`src/rtl/dpa_pkg.sv`:
```
/*
  Shared constants and types for the divider phase and output alignment block.
  Assumes one byte-wide register port and one clock, the channel divider input clock.
*/
package dpa_pkg;

  // ----------------------------------------------------------------------
  // Register map
  // ----------------------------------------------------------------------
  localparam int unsigned NUM_REGS = 15;
  localparam logic [9:0] ADDR_SOFT_RESET = 10'h000;
  localparam logic [9:0] ADDR_STATUS     = 10'h231;
  localparam logic [9:0] ADDR_UPDATE     = 10'h232;
  // Buffered registers, in index order: channel 3, channel 4, outputs, distribution control.
  localparam logic [9:0] REG_ADDR_TAB [0:NUM_REGS-1] = '{
    10'h199, 10'h19A, 10'h19B, 10'h19C, 10'h19D,
    10'h19E, 10'h19F, 10'h1A0, 10'h1A1, 10'h1A2,
    10'h140, 10'h141, 10'h142, 10'h143, 10'h230};
  localparam logic [3:0] IDX_NONE    = 4'hF;
  localparam int unsigned CH_REGS    = 5;   // Registers per channel.
  localparam int unsigned OFS_CNT1   = 0;   // Stage 1 low/high counts.
  localparam int unsigned OFS_PHASE  = 1;   // Phase offsets of both stages.
  localparam int unsigned OFS_CNT2   = 2;   // Stage 2 low/high counts.
  localparam int unsigned OFS_START  = 3;   // Start-high bits of both stages.
  localparam int unsigned OFS_EXCL   = 4;   // Exclude-from-alignment bit.
  localparam int unsigned IDX_OUT0   = 10;
  localparam int unsigned IDX_DIST   = 14;
  localparam logic [7:0] REG_DEFAULT = 8'h00;

  // ----------------------------------------------------------------------
  // Field positions
  // ----------------------------------------------------------------------
  localparam int unsigned SOFT_RESET_BIT  = 2;
  localparam int unsigned SOFT_MIRROR_BIT = 5;
  localparam int unsigned SOFT_ALIGN_BIT  = 0;
  localparam int unsigned DIST_PD_BIT     = 1;
  localparam int unsigned UPDATE_BIT      = 0;
  localparam int unsigned EXCL_BIT        = 0;
  localparam int unsigned OUT_PD_BIT      = 0;
  localparam int unsigned OUT_CMOS_BIT    = 3;
  localparam int unsigned OUT_B_EN_BIT    = 4;
  localparam int unsigned OUT_POL_LSB     = 5;
  localparam int unsigned NIB             = 4;

  // ----------------------------------------------------------------------
  // Timing, in channel divider input cycles
  // ----------------------------------------------------------------------
  localparam int unsigned CLK_MHZ      = 250;
  localparam int unsigned SYNC_STAGES  = 2;
  localparam int unsigned ALIGN_LAT    = 14;
  localparam int unsigned EXTRA_CYC    = 1;
  localparam logic [3:0] WAIT_CH  = 4'(ALIGN_LAT + EXTRA_CYC - SYNC_STAGES);
  localparam logic [3:0] WAIT_VCO = 4'(ALIGN_LAT - SYNC_STAGES);
  localparam logic [5:0] PHASE_WRAP = 6'h10;

  // ----------------------------------------------------------------------
  // Types
  // ----------------------------------------------------------------------
  typedef struct packed {
    logic       start_high;
    logic [3:0] phase_offset;
    logic [3:0] low_cnt;
    logic [3:0] high_cnt;
  } dpa_stage_cfg_t;

  typedef struct packed {
    logic       wr;
    logic       rd;
    logic [9:0] addr;
    logic [7:0] wdata;
  } dpa_reg_req_t;

  typedef enum logic [1:0] {ALIGN_HOLD, ALIGN_WAIT, ALIGN_RUN} dpa_align_state_t;

endpackage

```
`src/rtl/dpa_sync2.sv`:
```
/*
  Two flip-flop synchronizer for one level.
  Assumes the input is asynchronous to clk and idles at RST_VAL.
*/
`timescale 1ns/100ps
`default_nettype none
module dpa_sync2 #(
  parameter logic RST_VAL = 1'b1
) (
  // Clock and reset
  input  wire logic clk,
  input  wire logic rst_b,
  // Level
  input  wire logic din,
  output logic      dout
);
  logic meta_reg;

  // The first flop feeds only the second one.
  always_ff @(posedge clk) begin
    if (!rst_b) begin
      meta_reg <= RST_VAL;
      dout     <= RST_VAL;
    end else begin
      meta_reg <= din;
      dout     <= meta_reg;
    end
  end
endmodule
`default_nettype wire

```
`src/rtl/dpa_div_stage.sv`:
```
/*
  One divider stage with coarse phase offset and static preset.
  Assumes tick marks one input-clock period of this stage and hold comes from clk logic.
*/
`timescale 1ns/100ps
`default_nettype none
module dpa_div_stage (
  // Clock and reset
  input  wire logic                    clk,
  input  wire logic                    rst_b,
  // Control
  input  wire logic                    tick,
  input  wire logic                    hold,
  input  wire dpa_pkg::dpa_stage_cfg_t cfg,
  // Result
  output logic                         level,
  output logic                         rise
);
  import dpa_pkg::*;

  logic [5:0] phase_val;
  logic [5:0] delay_val;
  logic [4:0] cnt_reg;
  logic       waiting_reg;

  // Start-high weighs 16, the offset nibble weighs 8, 4, 2 and 1.
  assign phase_val = {1'b0, cfg.start_high, cfg.phase_offset};

  // Large phase values wrap into the low phase of the first period.
  always_comb begin
    if (phase_val < PHASE_WRAP) begin
      delay_val = phase_val;
    end else begin
      delay_val = phase_val - PHASE_WRAP + {2'b00, cfg.low_cnt} + 6'h01;
    end
  end

  // Period is high plus low plus two; while held, level is the preset.
  always_ff @(posedge clk) begin
    if (!rst_b) begin
      level       <= 1'b0;
      rise        <= 1'b0;
      cnt_reg     <= 5'h00;
      waiting_reg <= 1'b1;
    end else if (hold) begin
      level       <= cfg.start_high;
      rise        <= 1'b0;
      cnt_reg     <= delay_val[4:0];
      waiting_reg <= 1'b1;
    end else begin
      rise <= 1'b0;
      if (tick) begin
        if (cnt_reg != 5'h00) begin
          cnt_reg <= cnt_reg - 5'h01;
        end else if (waiting_reg || !level) begin
          waiting_reg <= 1'b0;
          level       <= 1'b1;
          rise        <= 1'b1;
          cnt_reg     <= {1'b0, cfg.high_cnt};
        end else begin
          level   <= 1'b0;
          cnt_reg <= {1'b0, cfg.low_cnt};
        end
      end
    end
  end
endmodule
`default_nettype wire

```
`src/rtl/dpa_align_top.sv`:
```
/*
  Divider phase offset and output alignment for two channel dividers and four
  LVDS/CMOS outputs, with the byte register file that configures them.
  Assumes clk is the channel divider input clock, the register port and the
  calibration flag come from logic on clk, and both pins are asynchronous.
*/
// How it works
// - Stage phase is start_high times sixteen plus the four-bit offset nibble.
// - Start, offset and count nibbles sit at fixed bits of fixed registers.
// - Phase up to fifteen delays that many periods, else minus sixteen plus low+1.
// - Alignment holds non-excluded outputs static, then releases them together.
// - A low pulse on the align request pin starts a manual alignment.
// - Setting then clearing soft align, soft reset or distribution power-down aligns.
// - Power-up runs an alignment automatically.
// - Releasing reset also ends in an alignment.
// - Leaving sleep through the sleep pin ends in an alignment.
// - Calibration holds the alignment request until it completes.
// - Clocking resumes fourteen to fifteen cycles after request release, plus one without the VCO divider.
// - The asynchronous request may add one cycle of uncertainty.
// - Latency is counted from the rising edge of the release.
// - Soft align changes act only after an update-all-registers write.
// - Start-high and offset set the held level and the phase after release.
// - Both outputs sharing a channel divider get the same alignment.
// - Excluded channels keep clocking and are not aligned.
// - In CMOS mode half A is on; half B is switched on its own.
// - One power-down bit turns off the driver or both CMOS halves.
// - A three-bit field selects the polarity of both CMOS halves.
// - Every reset loads defaults into staged and active registers at once.
// - Each stage divides by high count plus low count plus two.
`timescale 1ns/100ps
`default_nettype none
module dpa_align_top (
  // Clock and reset
  input  wire logic                  clk,
  input  wire logic                  rst_b,
  // Device pins, asynchronous, active low
  input  wire logic                  align_request_pin_n,
  input  wire logic                  sleep_pin_n,
  // Internal status from logic on clk
  input  wire logic                  cal_busy,
  input  wire logic                  vco_div_used,
  // Register port
  input  wire dpa_pkg::dpa_reg_req_t reg_req,
  output logic [7:0]                 reg_rdata,
  output logic                       reg_rvalid,
  // Output drivers
  output logic [3:0]                 out_a,
  output logic [3:0]                 out_a_en,
  output logic [3:0]                 out_b,
  output logic [3:0]                 out_b_en,
  output logic                       align_busy
);
  import dpa_pkg::*;

  // ----------------------------------------------------------------------
  // Declarations
  // ----------------------------------------------------------------------
  logic [7:0]       staged_mem [0:NUM_REGS-1];
  logic [7:0]       active_mem [0:NUM_REGS-1];
  logic [7:0]       soft_reset_reg;
  logic             soft_reset_on;
  logic             update_pulse;
  logic [3:0]       wr_idx;
  logic [3:0]       rd_idx;
  logic             pin_req_sync;
  logic             sleep_sync;
  logic             align_req;
  logic             dist_pd;
  dpa_align_state_t state_reg;
  logic [3:0]       wait_cnt_reg;
  logic             div_hold;
  logic [1:0]       ch_level;
  logic [3:0]       a_next;
  logic [3:0]       a_en_next;
  logic [3:0]       b_next;
  logic [3:0]       b_en_next;
  logic [7:0]       status_val;

  // ----------------------------------------------------------------------
  // Decoding helpers
  // ----------------------------------------------------------------------

  // Maps a byte address to its buffered register index, or IDX_NONE.
  function automatic logic [3:0] reg_index(input logic [9:0] addr);
    logic [3:0] idx;
    idx = IDX_NONE;
    for (int i = 0; i < NUM_REGS; i++) begin
      if (REG_ADDR_TAB[i] == addr) begin
        idx = 4'(i);
      end
    end
    return idx;
  endfunction

  // Splits a channel's count, phase and start bytes into one stage's settings.
  // Bytes come in as arguments, so that callers in continuous assignments
  // see every update of the active copy.
  function automatic dpa_stage_cfg_t stage_cfg(input logic [7:0]  cnt,
                                               input logic [7:0]  pho,
                                               input logic [7:0]  sh,
                                               input int unsigned stg);
    dpa_stage_cfg_t c;
    c.start_high   = sh[stg];
    c.phase_offset = (stg == 0) ? pho[NIB-1:0] : pho[2*NIB-1:NIB];
    c.low_cnt      = cnt[2*NIB-1:NIB];
    c.high_cnt     = cnt[NIB-1:0];
    return c;
  endfunction

  assign wr_idx = reg_index(reg_req.addr);
  assign rd_idx = wr_idx;

  // ----------------------------------------------------------------------
  // Pin synchronizers
  // ----------------------------------------------------------------------

  // The request pin is asynchronous to every internal edge, so the phase
  // of its release is only known to within one input cycle.
  dpa_sync2 #(
    .RST_VAL (1'b1)
  ) u_sync_align (
    .clk   (clk),
    .rst_b (rst_b),
    .din   (align_request_pin_n),
    .dout  (pin_req_sync)
  );

  dpa_sync2 #(
    .RST_VAL (1'b1)
  ) u_sync_sleep (
    .clk   (clk),
    .rst_b (rst_b),
    .din   (sleep_pin_n),
    .dout  (sleep_sync)
  );

  // ----------------------------------------------------------------------
  // Register file
  // ----------------------------------------------------------------------

  // The soft reset byte needs no update and survives its own reset, so
  // software can hold it set and later clear it.
  always_ff @(posedge clk) begin
    if (!rst_b) begin
      soft_reset_reg <= REG_DEFAULT;
    end else if (reg_req.wr && reg_req.addr == ADDR_SOFT_RESET) begin
      soft_reset_reg <= reg_req.wdata;
    end
  end

  assign soft_reset_on = soft_reset_reg[SOFT_RESET_BIT] | soft_reset_reg[SOFT_MIRROR_BIT];
  assign update_pulse  = reg_req.wr && reg_req.addr == ADDR_UPDATE && reg_req.wdata[UPDATE_BIT];

  // Writes land in the staged copy; an update copies all of it to the
  // active copy in one cycle, so a set of related fields changes together.
  always_ff @(posedge clk) begin
    if (!rst_b || soft_reset_on) begin
      for (int i = 0; i < NUM_REGS; i++) begin
        staged_mem[i] <= REG_DEFAULT;
        active_mem[i] <= REG_DEFAULT;
      end
    end else begin
      if (reg_req.wr && wr_idx != IDX_NONE) begin
        staged_mem[wr_idx] <= reg_req.wdata;
      end
      if (update_pulse) begin
        for (int i = 0; i < NUM_REGS; i++) begin
          active_mem[i] <= staged_mem[i];
        end
      end
    end
  end

  // Live status: alignment phase, channel levels, calibration and sleep.
  assign status_val = {3'b000, ~sleep_sync, cal_busy, ch_level,
                       (state_reg != ALIGN_RUN)};

  // Reads answer one cycle later; unmapped addresses read as zero.
  always_ff @(posedge clk) begin
    if (!rst_b) begin
      reg_rdata  <= 8'h00;
      reg_rvalid <= 1'b0;
    end else begin
      reg_rvalid <= reg_req.rd;
      if (!reg_req.rd) begin
        reg_rdata <= 8'h00;
      end else if (rd_idx != IDX_NONE) begin
        reg_rdata <= staged_mem[rd_idx];
      end else if (reg_req.addr == ADDR_SOFT_RESET) begin
        reg_rdata <= soft_reset_reg;
      end else if (reg_req.addr == ADDR_STATUS) begin
        reg_rdata <= status_val;
      end else begin
        reg_rdata <= 8'h00;
      end
    end
  end

  // ----------------------------------------------------------------------
  // Alignment request and sequencing
  // ----------------------------------------------------------------------

  assign dist_pd = active_mem[IDX_DIST][DIST_PD_BIT];

  // Every source holds the request while active; alignment happens when
  // the last of them lets go.
  assign align_req = ~pin_req_sync
                   | active_mem[IDX_DIST][SOFT_ALIGN_BIT]
                   | dist_pd
                   | soft_reset_on
                   | ~sleep_sync
                   | cal_busy;

  // Reset parks the sequencer in hold, so every reset and power-up ends
  // in a release through the same path as a manual request.
  always_ff @(posedge clk) begin
    if (!rst_b) begin
      state_reg    <= ALIGN_HOLD;
      wait_cnt_reg <= WAIT_CH;
    end else begin
      case (state_reg)
        ALIGN_HOLD: begin
          if (!align_req) begin
            state_reg    <= ALIGN_WAIT;
            wait_cnt_reg <= vco_div_used ? WAIT_VCO : WAIT_CH;
          end
        end
        ALIGN_WAIT: begin
          if (align_req) begin
            state_reg <= ALIGN_HOLD;
          end else if (wait_cnt_reg == 4'h0) begin
            state_reg <= ALIGN_RUN;
          end else begin
            wait_cnt_reg <= wait_cnt_reg - 4'h1;
          end
        end
        ALIGN_RUN: begin
          if (align_req) begin
            state_reg <= ALIGN_HOLD;
          end
        end
        default: begin
          state_reg <= ALIGN_HOLD;
        end
      endcase
    end
  end

  // All non-excluded channels leave hold on the same edge.
  assign div_hold = (state_reg != ALIGN_RUN);

  // ----------------------------------------------------------------------
  // Channel dividers
  // ----------------------------------------------------------------------

  // Stage two advances on each rising edge of stage one, one cycle late;
  // that lag is the same on every channel, so relative phase holds.
  for (genvar ch = 0; ch < 2; ch++) begin : g_ch
    logic           ch_hold;
    logic           s1_rise;
    logic [7:0]     cnt1_byte;
    logic [7:0]     cnt2_byte;
    logic [7:0]     phase_byte;
    logic [7:0]     start_byte;
    dpa_stage_cfg_t s1_cfg;
    dpa_stage_cfg_t s2_cfg;

    assign ch_hold = div_hold & ~active_mem[ch * CH_REGS + OFS_EXCL][EXCL_BIT];

    // Both stages take their settings from the active copy.
    assign cnt1_byte  = active_mem[ch * CH_REGS + OFS_CNT1];
    assign cnt2_byte  = active_mem[ch * CH_REGS + OFS_CNT2];
    assign phase_byte = active_mem[ch * CH_REGS + OFS_PHASE];
    assign start_byte = active_mem[ch * CH_REGS + OFS_START];
    assign s1_cfg     = stage_cfg(cnt1_byte, phase_byte, start_byte, 0);
    assign s2_cfg     = stage_cfg(cnt2_byte, phase_byte, start_byte, 1);

    dpa_div_stage u_stage1 (
      .clk   (clk),
      .rst_b (rst_b),
      .tick  (1'b1),
      .hold  (ch_hold),
      .cfg   (s1_cfg),
      .level (),
      .rise  (s1_rise)
    );

    dpa_div_stage u_stage2 (
      .clk   (clk),
      .rst_b (rst_b),
      .tick  (s1_rise),
      .hold  (ch_hold),
      .cfg   (s2_cfg),
      .level (ch_level[ch]),
      .rise  ()
    );
  end

  // ----------------------------------------------------------------------
  // Output drivers
  // ----------------------------------------------------------------------

  // Outputs 0 and 1 follow channel 0, outputs 2 and 3 follow channel 1.
  // Polarity field: bit 0 inverts A, bit 1 inverts B in CMOS mode only, bit 2 inverts both.
  for (genvar o = 0; o < 4; o++) begin : g_out
    logic [7:0] cfg;
    logic [2:0] pol;
    logic       lvl;
    logic       off;

    assign cfg = active_mem[IDX_OUT0 + o];
    assign pol = cfg[OUT_POL_LSB +: 3];
    assign lvl = ch_level[o / 2];
    assign off = cfg[OUT_PD_BIT] | dist_pd | ~sleep_sync;

    assign a_next[o]    = lvl ^ pol[0] ^ pol[2];
    assign b_next[o]    = cfg[OUT_CMOS_BIT] ? (lvl ^ pol[1] ^ pol[2])
                                            : ~(lvl ^ pol[0] ^ pol[2]);
    assign a_en_next[o] = ~off;
    assign b_en_next[o] = ~off & (~cfg[OUT_CMOS_BIT] | cfg[OUT_B_EN_BIT]);
  end

  // Every output leaves from a flop, which costs one cycle of latency
  // but keeps glitches from the decode off the pins.
  always_ff @(posedge clk) begin
    if (!rst_b) begin
      out_a      <= 4'h0;
      out_a_en   <= 4'h0;
      out_b      <= 4'h0;
      out_b_en   <= 4'h0;
      align_busy <= 1'b1;
    end else begin
      out_a      <= a_next;
      out_a_en   <= a_en_next;
      out_b      <= b_next;
      out_b_en   <= b_en_next;
      align_busy <= div_hold;
    end
  end

endmodule
`default_nettype wire

```
`config.mk`:
```
export PLATFORM = sky130hd
export DESIGN_NAME = dpa_align_top
export DESIGN_NICKNAME = d
export VERILOG_FILES = /design/src/rtl/dpa_pkg.sv /design/src/rtl/dpa_sync2.sv /design/src/rtl/dpa_div_stage.sv /design/src/rtl/dpa_align_top.sv
export SDC_FILE = /design/constraint.sdc
export NUM_CORES = 1
export LEC_CHECK = 0
export BUFFER_PORTS_ARGS = -buffer_cell sky130_fd_sc_hd__buf_2
export CAP_MARGIN = 20
export CORE_MARGIN = 2
export CORE_UTILIZATION = 58
export CTS_BUF_LIST = sky130_fd_sc_hd__clkbuf_2
export CTS_CLUSTER_DIAMETER = 120
export DETAILED_ROUTE_END_ITERATION = 10
export GPL_TIMING_DRIVEN = 0
export PLACE_DENSITY = 0.79
export SYNTH_ARGS = -nofsm -noshare
export SYNTH_HDL_FRONTEND = slang
export SYNTH_SLANG_ARGS = --single-unit
export TNS_END_PERCENT = 1
```
`constraint.sdc`:
```
create_clock -name clk -period 4.48 [get_ports clk]
set_clock_uncertainty 0.1 [all_clocks]
set_input_delay 1.12 -clock clk [delete_from_list [all_inputs] [get_ports clk]]
set_output_delay 1.12 -clock clk [all_outputs]
set_load 0.02 [all_outputs]
```
* Word-level counts from Yosys, hierarchy flattened
Memories as Yosys holds them, arrays and structs flattened. Index checks and enable logic that the tools add are counted.
Storage, ports and cells: register bits 74, bits in writable memories 240, output and inout port bits 26, word-level logic and storage cells 285, memories 2
Operators by class: add/subtract/negate cells 17, $lt $le $gt $ge 4, equality and inequality tests 30, multiplexer cells 90, bitwise gates (word level) 76, reduce and logical (&&, ||, !) cells 38
Memory list:
- active_mem | words 15, bits a word 8, read ports 15, clocked after Yosys merged registers in 0, wr ports 15, RTL line dpa_align_top.sv:59 | logic [7:0] active_mem [0:NUM_REGS-1];
- staged_mem | words 15, bits a word 8, read ports 16, clocked after Yosys merged registers in 0, wr ports 15, RTL line dpa_align_top.sv:58 | logic [7:0] staged_mem [0:NUM_REGS-1];
Operator list (number):
- 8-bit 2-to-1 mux | 18
- 9-bit by 10-bit equality test with 1-bit output (first input constant) | 14
- 4-bit 2-to-1 mux | 23
- 5-bit 2-to-1 mux | 15
- 1-bit bitwise OR | 33
- 1-bit 2-to-1 mux | 28
- 1-bit inverter | 21
- 5-bit by 1-bit adder with 5-bit output (second input constant) | 4
- 5-bit by 4-bit adder with 5-bit output | 4
- 10-bit equality test (second input constant) | 2
- 5-bit < comparator (second input constant) | 4
- 5-bit nonzero test | 4
- 5-bit by 1-bit subtractor with 5-bit output (second input constant) | 4
- 5-bit subtractor (second input constant) | 4
- 2-bit inequality test (second input constant) | 9
- 1-bit bitwise XOR | 16
- 10-bit equality test (first input constant) | 1
- 10-bit zero test | 1
- 2-bit AND reduction | 5
- 3-bit AND reduction | 3
- 2-bit 2-to-1 mux | 4
- 4-bit case mux with 2 select lines | 1
- 8-bit OR reduction | 1
- 1-bit bitwise AND | 6
- 15 further kinds | 30

* Logic depth before layout (Yosys ltp)
Gate-level depths: netlist (run 1).
depth after elaboration 23, depth in mapped cells 11

* Modules after synthesis
A second synthesis (run 1) with hierarchy kept.
Second synthesis, totals: cell total of the unflattened synthesis 1145, area total of the unflattened synthesis 13591.8 µm²
Modules (own cells, without submodules):
- dpa_align_top | instances 1, cells each 817, area an instance 10689.0 µm²
- dpa_div_stage | instances 4, cells each 80, area an instance 699.4 µm²
- dpa_sync2 | instances 2, cells each 4, area an instance 52.6 µm²

* Worst setup path before layout (run 1)
OpenSTA, ideal clock, no wires.
path kind input port to flip-flop, from input port reg_req[10] (netlist bit), to memory active_mem[0][0] (enable), setup time 441 ps, arrival 3995 ps, slack -55 ps, stages 4, path buffers 0, cells stage by stage nor4_1 > nand4_1 > or4b_2 > nand2_1
RTL lines:
- start: declaration | RTL line dpa_align_top.sv:43 | input wire dpa_pkg::dpa_reg_req_t reg_req,
- end: declaration | RTL line dpa_align_top.sv:59

==> impl_metrics.py, run 1 <==
metrics = {
    "power_and_ir_drop": {
        "ir_worst_vdd_mv": 0.205,
        "internal_power_mw": 3.66,
        "power_density_mw_per_mm2": 345,
        "power_mw": 4.92,
        "power_frac_seq": 0.585,
        "switching_share": 0.256,
        "p_switching_mw": 1.26,
        "p_clk_frac": 0.344,
        "total_leakage_power_nw": 5.62,
        "comb_power_share": 0.071,
    },
    "hold_path": {
        "holdPathStages": 1,
        "holdCritStartpoint": "u_sync_align.meta_reg",
        "holdCritPathClass": "reg2reg",
        "worstHoldEndpoint": "u_sync_align.dout",
    },
    "die": {
        "ios": 52,
        "fp-row-count": 54,
        "die_y_microns": 153,
        "start_util": 0.591,
        "core_sq_mm": 0.0219,
        "die_area_sq_mm": 0.0235,
        "die_w_microns": 153,
    },
    "synthesis": {
        "synth_seq_cells": 274,
        "synth_commonest_cells": "and2_1, edfxtp_1, mux2i_1, nand2_1, dfxtp_1",
        "synth_edf_count": 200,
        "syn_area_per_cell_sq_um": 11.8,
        "ys.flop_type": "edfxtp_1",
        "synth_top_area_frac": 0.464,
        "synth_area_leaders": "edfxtp_1, dfxtp_1, and2_1",
        "ys_seq_area_frac": 0.578,
        "async_reset_ff_frac": 0,
        "synth_nets": 1152,
        "synth_most_common_cell": "and2_1",
        "yosysWarnings": 0,
        "synthesis.area_sq_mm": 0.0129,
        "synthCells": 1101,
        "synth.largest_area_cell": "edfxtp_1",
        "synth_cell_type_count": 70,
    },
    "global_routing": {
        "grt_max_degree": 42,
        "use_met1": 0.361,
        "gr-total-overflow": 0,
        "use_met2": 0.409,
        "grt_pass1_wl_microns": 47100,
        "antenna_found_initial": 1,
        "grt_pass1_vias": 8738,
        "gr-max-usage-layer": "met2",
        "track_usage": 0.261,
        "use_met3": 0.0476,
    },
    "worst_setup_path": {
        "path_class": "in2reg",
        "cp-start-kind": "input port",
        "critPathMaxFanout": 9,
        "r2r_cells": 5,
        "worstPathArrival_ns": 3.62,
        "reg2reg_slack_ns": 1.24,
        "required_ns": 4.83,
        "r2r_end": "staged_mem[8][7]",
        "critPathCaptureType": "register",
        "r2r-start": "soft_reset_reg[2]",
    },
    "sta": {
        "final_hold_viol_count": 0,
        "min_period_ns": 3.28,
        "finalMaxSlewViolations": 0,
        "max_freq_mhz": 305,
        "setup_ws_ns": 1.20,
        "worstMarginPinSlew_ns": 1.15,
        "slew-limit-headroom": 0.230,
        "finalCritPeriodShare": 0.731,
        "setup_viol_count_final": 0,
        "grt_setup_unrepaired": "no",
    },
    "final_layout": {
        "area_delta_synth_final_pct": 10.2,
        "nets": 1283,
        "final_cell_area_sq_mm": 0.0143,
        "fillers": 1726,
        "top_regs": "staged_mem: 120 flops, active_mem: 80 flops",
        "largest_register_ffs": 120,
        "layout-drive-gt1-share": 0.166,
        "final_cell_count_no_fill": 1564,
        "registers.top_by_ff_count": "staged_mem",
        "final_util": 0.651,
    },
    "route": {
        "post_drt_wl_per_cell_microns": 19.4,
        "num_vias": 8885,
        "drc_errors": 0,
        "firstDrtPassIters": 5,
        "totalWireLength_microns": 30300,
        "ant_nets": 0,
        "dr.first_iter.drc_count": 755,
        "viasPerCell": 5.68,
    },
    "clock_network": {
        "cts.reportedPaths.clkPinSlew_ns": 0.09,
        "cts.sinks": 274,
        "cts_resized": 0,
        "cts_hold_buf": 0,
        "cts_made_buffers": 70,
        "cts_tree": "yes",
        "cts_setup_buffers": 0,
        "clock_path_buffers": 3,
        "clkLatencyLatePin_ns": 0.84,
        "clock-root-buffer": "clkbuf_2",
        "htreeDepth": 3,
    },
    "place": {
        "place_hpwl_microns": 21700,
        "place_congestion": 0.976,
        "dp_slack_ns": 0.273,
        "dpl_cell_area_sq_mm": 0.0136,
        "portBuffers": 51,
        "place_inst": 1434,
    },
    "run": {
        "maxCapViolCount": 0,
    },
    "outcome": {
        "status": "finished, final reports clean",
    },
}
-- metrics by stage --
| step | hold WS (ns) | TNS (ns) |
|---|---|---|
| after global routing | 0.341 | 0 |
| after floorplan | 0.286 | 0 |
| after CTS | 0.318 | 0 |
| after global placement | 0.293 | -40.53 |
| final | 0.316 | 0 |
| after detailed placement | 0.308 | 0 |
-- area by class of cell --
type                       instances  area (sq um)  share of cell area
buffer                            49           216              0.0152
sequential                       274          7490               0.525
clock buffer                     101           505              0.0354
timing repair buffer              59           313              0.0219
inverter                          31           116             0.00816
multi-input combinational        747          5130               0.360
clock inverter                    22           138             0.00965
tap                              280           350              0.0246
antenna                            1          2.50            0.000175
-- critical path, cell delays in order --
cell	delay [ns]
buf_2	0.12
nor3b_1	0.80
buf_2	0.32
nand2_1	0.26
nor3_2	0.54
nand2b_1	0.45
-- cells in the final DEF, fill, tap and decap left out, types with 9 or more instances in the layout --
cell	Yosys	layout
a21boi_0	13	13
a21o_1	10	10
a21oi_1	19	19
and2_1	216	216
buf_2	5	61
clkbuf_1	35	35
clkbuf_2	0	102
clkinv_1	0	17
dfxtp_1	74	74
edfxtp_1	200	200
ha_1	21	21
inv_1	31	31
mux2_2	9	9
mux2i_1	80	80
nand2_1	77	76
nand2b_1	17	17
nand3_1	27	27
nor2_1	43	43
nor3_1	14	14
o211ai_1	12	12
o21ai_0	33	33
o22ai_1	10	10
xnor2_1	16	16
xor2_1	10	10
-- routing by layer --
metal	wire [microns]	vias to the layer above
met5	0	-
met1	12800	4207
met3	2430	80
met4	1040	0
met2	14000	358
li1	-	4240
-- power groups by stage --
| stage | clock, mW | combinational, mW | sequential [mW] |
|---|---|---|---|
| after detailed placement | 0 | 0.343 | 2.93 |
| after global routing | 1.85 | 0.380 | 2.89 |
| after CTS | 1.72 | 0.345 | 2.88 |
| after global placement | 0 | 0.333 | 2.93 |
| after floorplan | 0 | 0.208 | 2.93 |
| final | 1.69 | 0.349 | 2.88 |
-- cell families (layout without fill, tap and decap cells) --
group           count (synthesis)  count (layout)  synth area share
simple gates                  456             456             0.200
flops                         274             274             0.578
compound gates                150             150            0.0807
mux                            90              90            0.0709
buf+inv                        80             262            0.0257
xor+xnor                       26              26            0.0176
fa+ha+maj                      25              25            0.0265
other cells                     0               1                 0
-- worst max path at each step --
stage	startpoint	end	slack, ns	cells past startpoint
3_3_place_gp	rst_b	active_mem[0][72]	-0.51	4
2_1_floorplan	reg_req[10]	active_mem[0][0]	0.70	4
5_1_grt	reg_req[17]	staged_mem[5][0]	1.03	7
6_report	rst_b	staged_mem[8][7]	1.20	6
4_1_cts	reg_req[9]	staged_mem[3][0]	1.13	7
3_5_place_dp	reg_req[9]	staged_mem[1][1]	0.27	7
Power figures use the tool's default switching activity.
==> inputs of run 2 (changes only) <==
CORE_UTILIZATION = 64   (was 58)
PLACE_DENSITY = 0.82   (was 0.79)
clock period = 3.1 ns   (was 4.48 ns; I/O delays follow)
==> run 2 against run 1 <==
  * Critical endpoint is now active_mem[0][16]
  * Clock power is 51% higher
  * Setup slack got worse by 1.2 ns
  * Highest routed layer unchanged
  * Sequential power rose by 44%
  * Final cell count down 0.13%
  * Core utilization increased by 6.3 points
  * Critical path depth is 2 lower
  * Non-clock buffer count is 1 higher
  * Flip-flop and latch count unchanged
  * Die area decreased by 9.1%
  * Cell area is 0.35% higher
==> impl_metrics.py, run 2 (synthesized netlist as in run 1, its figures left out) <==
metrics = {
    "sta": {
        "min_period_ns": 3.06,
        "whs_ns": 0.184,
        "setup_ws_ns": 0.0439,
        "finalCritPeriodShare": 0.986,
        "finalMaxSlewViolations": 0,
        "final_hold_viol_count": 0,
        "setup_viol_count_final": 0,
        "grt_setup_unrepaired": "no",
        "max_freq_mhz": 327,
        "worstMarginPinSlew_ns": 1.08,
        "slew-limit-headroom": 0.278,
    },
    "place": {
        "dp_slack_ns": -0.766,
        "dpl_cell_area_sq_mm": 0.0135,
        "portBuffers": 51,
        "place_congestion": 0.935,
        "place_hpwl_microns": 21400,
    },
    "clock_network": {
        "cts_made_buffers": 71,
        "clkLatencyLatePin_ns": 0.85,
        "cts.sinks": 274,
        "htreeDepth": 3,
        "cts_tree": "yes",
        "clock-root-buffer": "clkbuf_2",
        "cts_setup_buffers": 0,
        "cts.reportedPaths.clkPinSlew_ns": 0.10,
        "clock_path_buffers": 3,
    },
    "die": {
        "die_w_microns": 146,
        "core_sq_mm": 0.0200,
        "ios": 52,
        "fp-row-count": 52,
        "die_y_microns": 146,
        "die_area_sq_mm": 0.0214,
        "start_util": 0.646,
    },
    "final_layout": {
        "nets": 1285,
        "final_util": 0.714,
        "final_cell_mix": "and2_1, edfxtp_1, clkbuf_2",
        "final_cell_area_sq_mm": 0.0143,
        "fillers": 1502,
        "layout-drive-gt1-share": 0.176,
        "registers.top_by_ff_count": "staged_mem",
        "area_delta_synth_final_pct": 10.6,
        "top_regs": "staged_mem: 120 flops, active_mem: 80 flops",
        "largest_register_ffs": 120,
        "final_common_cell": "and2_1",
    },
    "worst_setup_path": {
        "worstPathArrival_ns": 3.32,
        "critPathCaptureType": "register",
        "critPathMaxFanout": 80,
        "path_class": "reg2reg",
        "reg2reg_slack_ns": 0.04,
        "path_delay_family": "simple AND/OR/NAND/NOR gates",
        "cp_cell_sequence": "nor3b_2, buf_2, clkbuf_1, nand2_8",
        "critPathBufInv": 2,
        "cpMaxStageDelayCell": "clkbuf_1",
        "cp-start-kind": "register",
        "required_ns": 3.36,
        "critPathMaxStageDelay_ns": 0.64,
    },
    "route": {
        "firstDrtPassIters": 6,
        "num_vias": 8914,
        "drc_errors": 0,
        "totalWireLength_microns": 30300,
        "viasPerCell": 5.71,
        "dr.first_iter.drc_count": 803,
        "post_drt_wl_per_cell_microns": 19.4,
        "ant_nets": 0,
    },
    "power_and_ir_drop": {
        "total_leakage_power_nw": 5.66,
        "ir_worst_vdd_mv": 0.344,
        "power_mw": 7.23,
        "power_density_mw_per_mm2": 505,
    },
    "run": {
        "maxCapViolCount": 0,
    },
    "global_routing": {
        "grt_max_degree": 81,
        "grt_pass1_wl_microns": 46700,
        "antenna_found_initial": 1,
        "gr-total-overflow": 0,
        "track_usage": 0.289,
        "grt_pass1_vias": 8779,
    },
    "hold_path": {
        "holdCritPathClass": "in2reg",
    },
    "outcome": {
        "status": "finished, final reports clean",
    },
}
==> run 2: cell types whose count changed in the layout (fill, tap and decap cells not counted), sizes merged <==
cell / before / now
clkbuf: 138 / 144
clkinv: 19 / 16
clkinvlp: 0 / 2
dlygate4sd3: 0 / 2
inv: 32 / 34
buf: 71 / 70
==> run 2: layout make-up <==
type / instances / area, sq um / share of cell area
flip-flops and latches: 274 / 7490 / 0.523
clock buffers: 107 / 536 / 0.0374
inverters: 31 / 116 / 0.00813
repair buffers: 60 / 310 / 0.0217
well taps: 270 / 338 / 0.0236
multi-input cells: 747 / 5150 / 0.360
clock inverters: 23 / 153 / 0.0107
plain buffers: 49 / 216 / 0.0151
diodes: 1 / 2.50 / 0.000175
==> run 2: metrics by stage <==
stage	TNS [ns]	cells
global route	0	1562
detailed placement	-131.05	1423
global placement	-254.20	1422
floorplan	0	1101
CTS	0	1554
finish	0	1562
==> run 2: timing repair <==
action | in CTS | in global routing
gates resized for setup | 2 | 2
pin swaps | 0 | 0
endpoints found under the hold margin | 1 | 1
hold buffers | 1 | 1
setup endpoints to repair | 80 | 159
==> run 2: path summary, 6_finish.rpt <==
| check | startpoint | endpoint | cells after the start |
|---|---|---|---|
| hold reg to reg | u_sync_align.meta_reg | u_sync_align.dout | 1 |
| hold / removal | vco_div_used | wait_cnt_reg[0] | 4 |
| setup / recovery | soft_reset_reg[2] | active_mem[0][16] | 4 |
| setup reg to reg | soft_reset_reg[2] | active_mem[0][16] | 4 |
==> run 2: per-layer routing <==
metal / global-route usage / vias up / part of all wire
met5: 0 / - / 0
met4: 0.132 / 0 / 0.034
met3: 0.0791 / 71 / 0.094
met2: 0.455 / 385 / 0.47
met1: 0.378 / 4205 / 0.41
li1: - / 4253 / -
==> run 2: report_power, final <==
group,internal (mW),total [mW],switching [mW]
sequential,4.08,4.16,0.0807
combinational,0.180,0.509,0.329
clock,1.10,2.56,1.47
==> run 2: worst min-delay path: cells and delay by family <==
kind | cells | cell delay, ns
buffers and inverters | 1 | 0.08
AND/OR/NAND/NOR | 1 | 0.06
AO/OA/AOI/OAI | 1 | 0.08
multiplexers | 1 | 0.05
